--- config.mk ---
export PLATFORM = sky130hd
export DESIGN_NAME = sis_status
export DESIGN_NICKNAME = d
export VERILOG_FILES = /design/src/sis_pkg.sv /design/src/sis_sync_if.sv /design/src/sis_status.sv /design/src/sis_edge_sync.sv
export SDC_FILE = /design/constraint.sdc
export NUM_CORES = 1
export LEC_CHECK = 0
export BUFFER_PORTS_ARGS = -buffer_cell sky130_fd_sc_hd__buf_2
export CAP_MARGIN = 20
export CORE_MARGIN = 8
export CORE_UTILIZATION = 37
export CTS_BUF_LIST = sky130_fd_sc_hd__clkbuf_4
export CTS_CLUSTER_DIAMETER = 50
export DETAILED_ROUTE_END_ITERATION = 10
export PLACE_DENSITY = 0.95
export SYNTH_ARGS = -nofsm -noshare
export SYNTH_HDL_FRONTEND = slang
export SYNTH_HIERARCHICAL = 1
export SYNTH_SLANG_ARGS = --single-unit
--- constraint.sdc ---
create_clock -name i_clock -period 2.5 [get_ports i_clock]
set_input_delay 0.125 -clock i_clock [delete_from_list [all_inputs] [get_ports i_clock]]
set_output_delay 0.125 -clock i_clock [all_outputs]
set_load 0.05 [all_outputs]
--- src/sis_pkg.sv ---
package sis_pkg;

  // register index as printed, byte address is four times it
  localparam logic [11:0] SIS_STATUS_INDEX = 12'h02b;
  localparam logic [11:0] SIS_STATUS_ADDR = 12'(SIS_STATUS_INDEX * 4);

  // field positions of supply_and_reset_cause_status
  localparam int SIS_BIT_WDG_RST = 0;
  localparam int SIS_BIT_LV_RST = 4;
  localparam int SIS_BIT_AUX_FLAG = 5;
  localparam int SIS_BIT_AUX_IE = 6;

  // reset value of the whole register
  localparam logic [7:0] SIS_STATUS_RESET = 8'h00;

  // interrupt vector slot of the auxiliary detector
  localparam logic [3:0] SIS_AUX_VECTOR = 4'hb;

  // auxiliary detector interrupt may not leave halt modes
  localparam logic SIS_AUX_HALT_WAKE = 1'b0;

  // read data on an unmapped address
  localparam logic [31:0] SIS_RDATA_NONE = 32'h0000_0000;

endpackage

--- src/sis_sync_if.sv ---
`timescale 1ns/1ps
// carries the detector level between the synchroniser and the register logic
interface sis_sync_if;
  logic level; // synchronised detector level
  logic toggled; // one-cycle pulse on any change of level

  // producer side: the synchroniser
  modport sync_side (
    output level,
    output toggled
  );

  // consumer side: the status register logic
  modport reg_side (
    input level,
    input toggled
  );
endinterface

--- src/sis_status.sv ---
// Decided for this implementation: the address map and register access over APB.
`timescale 1ns/1ps
// supply and reset-cause status register with auxiliary detector interrupt
module sis_status
  import sis_pkg::*;
#(
  parameter int ADDR_W = 12
) (
  input wire logic i_clock,
  input wire logic i_rst_n,
  // apb slave
  input wire logic i_psel,
  input wire logic i_penable,
  input wire logic i_pwrite,
  input wire logic [ADDR_W-1:0] i_paddr,
  input wire logic [31:0] i_pwdata,
  input wire logic [3:0] i_pstrb,
  output logic [31:0] o_prdata,
  output logic o_pready,
  output logic o_pslverr,
  // auxiliary voltage detector output, asynchronous
  input wire logic i_aux_voltage_detector,
  // option byte: low-voltage detector present and enabled
  input wire logic i_lv_detect_enabled,
  // reset causes, one-cycle pulses from the reset controller
  input wire logic i_lv_reset_event,
  input wire logic i_watchdog_reset_event,
  input wire logic i_pin_reset_event,
  // cpu interrupt logic
  input wire logic i_halt_mode,
  input wire logic i_aux_irq_ack,
  output logic o_aux_irq_req,
  output logic [3:0] o_aux_irq_vector,
  output logic o_aux_irq_halt_wake
);

  // synchronised detector level and its change pulse
  sis_sync_if aux_sync ();

  // detector path through the synchroniser before any logic
  sis_edge_sync u_aux_sync (
    .i_clock(i_clock),
    .i_rst_n(i_rst_n),
    .i_async_in(i_aux_voltage_detector),
    .o_sync(aux_sync.sync_side)
  );

  // state
  logic aux_ie_reg; // interrupt enable, software controlled
  logic aux_ie_next;
  logic aux_flag_reg; // detector level as seen by software
  logic aux_flag_next;
  logic lv_rst_reg; // last reset came from low-voltage detector
  logic lv_rst_next;
  logic wdg_rst_reg; // last reset came from watchdog
  logic wdg_rst_next;
  logic pend_reg; // pending auxiliary detector interrupt
  logic pend_next;
  logic req_reg; // request presented to the cpu
  logic req_next;
  logic [31:0] prdata_reg; // read data to the bus
  logic [31:0] prdata_next;
  logic pready_reg; // access phase answer
  logic pslverr_reg; // error answer on unmapped address
  logic [3:0] vector_reg; // vector slot shown to the interrupt logic
  logic halt_wake_reg; // whether the request may end halt

  // bus decoding
  wire addr_hit = (i_paddr == SIS_STATUS_ADDR[ADDR_W-1:0]);
  wire setup_phase = i_psel & ~i_penable;
  wire access_done = i_psel & i_penable & pready_reg;
  // only the low byte lane holds register bits
  wire wr_strobe = access_done & i_pwrite & addr_hit & i_pstrb[0];
  wire [7:0] wr_byte = i_pwdata[7:0];

  // any device reset returns the software controls to reset state
  wire dev_reset = i_lv_reset_event | i_watchdog_reset_event | i_pin_reset_event;

  // write-zero clears of the two reset-cause flags
  wire lv_sw_clear = wr_strobe & ~wr_byte[SIS_BIT_LV_RST];
  wire wdg_sw_clear = wr_strobe & ~wr_byte[SIS_BIT_WDG_RST];

  // with the detector disabled the flag has no meaning; keep it at zero
  wire lv_rst_visible = lv_rst_reg & i_lv_detect_enabled;

  // register image as software sees it; reserved bits read zero
  wire [7:0] status_image = {
    1'b0,
    aux_ie_reg,
    aux_flag_reg,
    lv_rst_visible,
    3'b000,
    wdg_rst_reg
  };

  // interrupt enable: software bit, cleared by every device reset
  always_comb begin
    aux_ie_next = aux_ie_reg;
    if (dev_reset) begin
      aux_ie_next = SIS_STATUS_RESET[SIS_BIT_AUX_IE];
    end else if (wr_strobe) begin
      aux_ie_next = wr_byte[SIS_BIT_AUX_IE];
    end
  end

  // detector flag follows hardware only; writes never reach it
  always_comb begin
    aux_flag_next = aux_sync.level;
  end

  // low-voltage reset flag: set beats a simultaneous software clear
  always_comb begin
    lv_rst_next = lv_rst_reg;
    if (i_lv_reset_event && i_lv_detect_enabled) begin
      lv_rst_next = 1'b1;
    end else if (i_pin_reset_event) begin
      lv_rst_next = 1'b0;
    end else if (lv_sw_clear) begin
      lv_rst_next = 1'b0;
    end
  end

  // watchdog reset flag: low-voltage reset wins so the cpu starts clean
  always_comb begin
    wdg_rst_next = wdg_rst_reg;
    if (i_lv_reset_event) begin
      wdg_rst_next = 1'b0;
    end else if (i_watchdog_reset_event) begin
      wdg_rst_next = 1'b1;
    end else if (i_pin_reset_event) begin
      wdg_rst_next = 1'b0;
    end else if (wdg_sw_clear) begin
      wdg_rst_next = 1'b0;
    end
  end

  // pending latch: a toggle in the acknowledge cycle is kept, not lost
  always_comb begin
    pend_next = pend_reg;
    if (dev_reset) begin
      pend_next = 1'b0;
    end else if (aux_sync.toggled && aux_ie_reg) begin
      pend_next = 1'b1;
    end else if (i_aux_irq_ack) begin
      pend_next = 1'b0;
    end
  end

  // request is withheld in halt modes, this source cannot wake the core
  always_comb begin
    req_next = pend_next & ~i_halt_mode;
  end

  // read data captured in the setup cycle, valid in the access phase
  always_comb begin
    prdata_next = prdata_reg;
    if (setup_phase) begin
      prdata_next = addr_hit ? {24'h00_0000, status_image} : SIS_RDATA_NONE;
    end
  end

  // status and control flops; reset values give 0x00 on power-up
  always_ff @(posedge i_clock) begin
    if (!i_rst_n) begin
      aux_ie_reg <= SIS_STATUS_RESET[SIS_BIT_AUX_IE];
      aux_flag_reg <= SIS_STATUS_RESET[SIS_BIT_AUX_FLAG];
      lv_rst_reg <= SIS_STATUS_RESET[SIS_BIT_LV_RST];
      wdg_rst_reg <= SIS_STATUS_RESET[SIS_BIT_WDG_RST];
      pend_reg <= 1'b0;
      req_reg <= 1'b0;
    end else begin
      aux_ie_reg <= aux_ie_next;
      aux_flag_reg <= aux_flag_next;
      lv_rst_reg <= lv_rst_next;
      wdg_rst_reg <= wdg_rst_next;
      pend_reg <= pend_next;
      req_reg <= req_next;
    end
  end

  // apb answer: ready one cycle after setup, so every transfer has one
  // access cycle; costs no wait state and keeps every output registered
  always_ff @(posedge i_clock) begin
    if (!i_rst_n) begin
      prdata_reg <= SIS_RDATA_NONE;
      pready_reg <= 1'b0;
      pslverr_reg <= 1'b0;
    end else begin
      prdata_reg <= prdata_next;
      pready_reg <= setup_phase;
      pslverr_reg <= setup_phase & ~addr_hit;
    end
  end

  // fixed interrupt attributes, held in flops to keep outputs registered
  always_ff @(posedge i_clock) begin
    if (!i_rst_n) begin
      vector_reg <= 4'h0;
      halt_wake_reg <= 1'b0;
    end else begin
      vector_reg <= SIS_AUX_VECTOR;
      halt_wake_reg <= SIS_AUX_HALT_WAKE;
    end
  end

  // reserved bits of a write are simply dropped, so a careless
  // nonzero write does no harm beyond reading back as zero

  // outputs
  assign o_prdata = prdata_reg;
  assign o_pready = pready_reg;
  assign o_pslverr = pslverr_reg;
  assign o_aux_irq_req = req_reg;
  assign o_aux_irq_vector = vector_reg;
  assign o_aux_irq_halt_wake = halt_wake_reg;

endmodule // sis_status

--- src/sis_edge_sync.sv ---
`timescale 1ns/1ps
// two-stage synchroniser with a change detector behind it
module sis_edge_sync (
  input wire logic i_clock,
  input wire logic i_rst_n,
  input wire logic i_async_in,
  sis_sync_if.sync_side o_sync
);

  logic meta_reg; // first stage, read only by the second stage
  logic stable_reg; // second stage, safe to use
  logic last_reg; // previous settled value for change detection
  logic toggled_reg; // registered change pulse
  wire changed = stable_reg ^ last_reg; // either direction counts

  // sampling chain; reset level matches the reset value of the flag
  always_ff @(posedge i_clock) begin
    if (!i_rst_n) begin
      meta_reg <= 1'b0;
      stable_reg <= 1'b0;
      last_reg <= 1'b0;
      toggled_reg <= 1'b0;
    end else begin
      meta_reg <= i_async_in;
      stable_reg <= meta_reg;
      last_reg <= stable_reg;
      toggled_reg <= changed;
    end
  end

  // level is aligned with the pulse so both describe the same change
  assign o_sync.level = last_reg;
  assign o_sync.toggled = toggled_reg;

endmodule // sis_edge_sync

# Yosys cells after proc, flatten, opt, wreduce, memory -nomap -nowiden
# Index checks and enable logic that the tools add are counted.
# word_totals
in_bits	60
register_bits	48
word_cells	52
out_inout_bits	40
# op_classes
eq_ne	1
muxes	11
n_reduce_logical	6
n_bitwise	20
# op_table
cell	n
$eq A12 B8 Y1 const B	1
$and A1 B1 Y1	11
$mux W1	9
$mux W7	1
$not A1 Y1	6
$reduce_bool A3 Y1	2
$mux W4	1
$reduce_or A2 Y1	2
$logic_and A1 B1 Y1	2
$or A1 B1 Y1	2
$xor A1 B1 Y1	1

# Longest topological paths before layout
# depth
ltp_word	9
ltp_mapped	5
mapped_depth_nobuf	4

# By module
# Netlist, hierarchy kept.
# modules_own_cells
mod	seq_area_each_um2	instances	area_each_um2	cells_per_inst
sis_status	260.2	1	772.0	87
sis_edge_sync	80.1	1	115.1	9

# Worst setup path after synthesis
# OpenSTA, ideal clock, no wires.
# synth_path
kind	flip-flop to flip-flop
from	register pready_reg, in the netlist o_pready
to	register aux_ie_reg
stages_incl_launch_ff	4
arrival_time_ps	1229
period_less_slack_ps	1301
path_slack_ps	1199
setup_time_ps	72
cell_sequence	dfxtp_1 and4_1 and3_4 mux2i_1
# synth_between
elab_chain_len	4
# synth_lines
item	line_no	rtl
start: declaration	sis_status.sv:63	logic pready_reg;
start signal: assignment	sis_status.sv:190	pready_reg <= setup_phase;
$and A1 B1 Y1	sis_status.sv:71	wire access_done = i_psel & i_penable & pready_reg;
$and A1 B1 Y1 (3 in a row)	sis_status.sv:73	wire wr_strobe = access_done & i_pwrite & addr_hit & i_pstrb[0];
end signal: assignment	sis_status.sv:165	aux_ie_reg <= SIS_STATUS_RESET[SIS_BIT_AUX_IE];
end signal: assignment	sis_status.sv:172	aux_ie_reg <= aux_ie_next;
end: declaration	sis_status.sv:49	logic aux_ie_reg;
# No other way between the ends.
# A chain may end at the register's enable or synchronous reset.

==> flow_summary.yaml <==
run_status:
  status: "completed"
setup_path:
  r2r-end: "wdg_rst_reg"
  r2r_start: "o_pready"
  r2r_slack_ns: 1.43
  crit_type: "in2reg"
  cp_slowest_stage_delay_ns: 0.52
  worstPathCellList: "dlygate4sd3_1, buf_2, inv_2, nor4_1, nor2b_1, nor2b_1"
  cpMaxStageDelayCell: "dlygate4sd3_1"
  crit_path_start: "i_rst_n"
  worstSetupStartpointType: "input pin"
  critPathCapture: "o_aux_irq_req"
  worstPathRequired_ns: 2.73
  worst_path_most_repeated_cell: "nor2b_1"
  crit_fanout: 9
  end_kind: "flip-flop"
  cp.arrival_ns: 1.70
  rr_worst_depth: 3
layout:
  syn_to_final_growth_pct: 14.4
  drive_above_1_share: 0.341
  fin_nets: 196
  fillers: 235
  largest_reg_flops: 4
  multiInputGateArea_sq_um: 393
  finalNonFillerCells: 163
  diodes: 0
  seq_area_sq_um: 340
global_routing:
  grt_max_degree: 10
  overflow: 0
  grt_pass1_wl_um: 3130
  track_usage: 0.0937
  antenna_found_initial: 0
  grt_pass1_vias: 692
place:
  dp_slack_ns: 1.18
  gp_congestion: 0.741
  port_buffers: 37
  placed_cells: 157
  dp_hpwl_um: 1710
yosys:
  yosysTopAreaCell: "dfxtp_1"
  synth_flop_cell: "dfxtp_1"
  synth_most_common_cell: "buf_4"
  async_flop_share: 0
  syn_inst: 96
  yosys-top-cells-count: "buf_4, dfxtp_1, nand2_1, a21oi_1, and2_1"
  synth_edf_count: 0
  synth.distinct_cells: 27
  synth.area.top_cells: "dfxtp_1, buf_4, a21oi_1"
  ys_ff_latch: 17
  synth-seq-area-share: 0.384
  ys.warnings.count: 6
  synth_area_sq_um: 887
  syn_avg_cell_area_sq_um: 9.24
  synth.top_cell.area_share: 0.384
min_path:
  min_path_type: "in2reg"
clocking:
  cts_buffers: 3
  clk_path_buf_depth: 2
  clock_latency_ns: 0.29
  path_clk_slew_ns: 0.09
  h-tree-depth: 1
  cts_root_buf: "clkbuf_4"
  cts_setup_buffers: 0
  cts_tree: "done"
  post_cts_resized: 0
  clock_sinks: 17
sta:
  final.setup.tns_ns: 0
  final_hold_viol_count: 0
  final.min_clock_period_ns: 1.48
  finClkSkew_ns: 0.00326
  fin_crit_sh: 0.591
  rsz0062_at_grt: "no"
  hold_slack_ns: 0.0452
  worst_slack_ns: 1.02
  worst_slew_pin_slew_ns: 0.551
  slew_headroom: 0.629
  drv_slew: 0
  max_freq_ghz: 0.677
  setup_violations: 0
route:
  route.vias.total: 672
  postRouteAntennaNets: 0
  vias_per_cell: 4.12
  drt-initial-drc-count: 12
  routed_wl_um: 1990
  drt_first_pass_iters: 4
  drcViolationCount: 0
  wl_per_cell_um: 12.2
die:
  fp.dieW_um: 65.0
  io_pins: 100
  die-area_sq_um: 4220
  fp.coreArea_sq_um: 2230
  die_h_um: 65.0
  rows: 17
  start_util: 0.397
power_and_ir_drop:
  ir_worst_vdd_mv: 0.313
  p_per_area_nw_per_um2: 588
  p_leak_uw: 0.000510
run:
  max-cap-violations: 0
==> worst max-delay path, delay by kind of cell <==
family	cells	cell delay [ns]
and+or+nand+nor	3	0.81
buffers and inverters	3	0.77
==> area by class of cell <==
cell class	count	share of cell area
multi-input combinational	72	0.387
sequential	17	0.335
timing repair buffer	39	0.202
tap	28	0.0345
clock buffer	4	0.0296
inverter	3	0.0111
==> worst min path at each step <==
| stage | cells past startpoint | slack (ns) | start | endpoint |
|---|---|---|---|---|
| after floorplan | 0 | 0.15 | i_rst_n | o_aux_irq_vector[1] |
| after global placement | 2 | 0.28 | i_halt_mode | o_aux_irq_req |
| after detailed placement | 2 | 0.29 | i_halt_mode | o_aux_irq_req |
| after CTS | 2 | 0.03 | i_aux_voltage_detector | u_aux_sync/meta_reg |
| after global routing | 2 | 0.03 | i_aux_voltage_detector | u_aux_sync/meta_reg |
| final | 2 | 0.05 | i_aux_voltage_detector | u_aux_sync/meta_reg |
==> cells in the final DEF, fill, tap and decap left out, drive strengths merged, types with 2 or more instances in the layout <==
cell type / netlist / routed
a21oi: 6 / 6
and2: 5 / 5
and3: 2 / 2
buf: 33 / 37
clkbuf: 0 / 4
conb: 1 / 30
dfxtp: 17 / 17
dlygate4sd3: 0 / 2
inv: 3 / 3
nand2: 8 / 8
nand3: 3 / 3
nor2: 2 / 2
nor2b: 3 / 3
nor4b: 2 / 2
==> cells by family after synthesis <==
kind of cell | share of synthesized area
AO/OA/AOI/OAI | 0.0903
XOR/XNOR | 0.00987
buffers and inverters | 0.296
flip-flops | 0.384
multiplexers | 0.0113
other | 0.00423
AND/OR/NAND/NOR | 0.205
==> where the power goes <==
| part | internal, uW | leakage, uW | switching (uW) |
|---|---|---|---|
| registers | 277 | 0.000139 | 2.90 |
| clock network | 72.8 | 0.0000184 | 81.2 |
| logic | 27.8 | 0.000353 | 134 |
| total | 378 | 0.000510 | 218 |
==> metal layers <==
metal	up-vias	part of all wire	wire, um	global-route usage
li1	333	-	-	-
met5	-	0	0	0
met1	298	0.34	673	0.0787
met4	0	0.0030	6	0.0409
met2	39	0.50	990	0.165
met3	2	0.16	319	0.0670
==> per-stage QoR <==
stage	power (uW)	cell area, sq um	utilization
after floorplan	453	996	-
after global placement	442	965	0.432
after detailed placement	444	965	0.432
after CTS	602	1010	0.454
after global routing	629	1010	0.454
final	596	1010	0.454
==> what timing repair did <==
| item | 4_1_cts | 5_1_grt |
|---|---|---|
| setup endpoints to repair | 0 | 0 |
| hold buffers | 2 | 0 |
| endpoints found under the hold margin | 2 | 0 |
No activity file was read; power rests on OpenSTA's default activity.
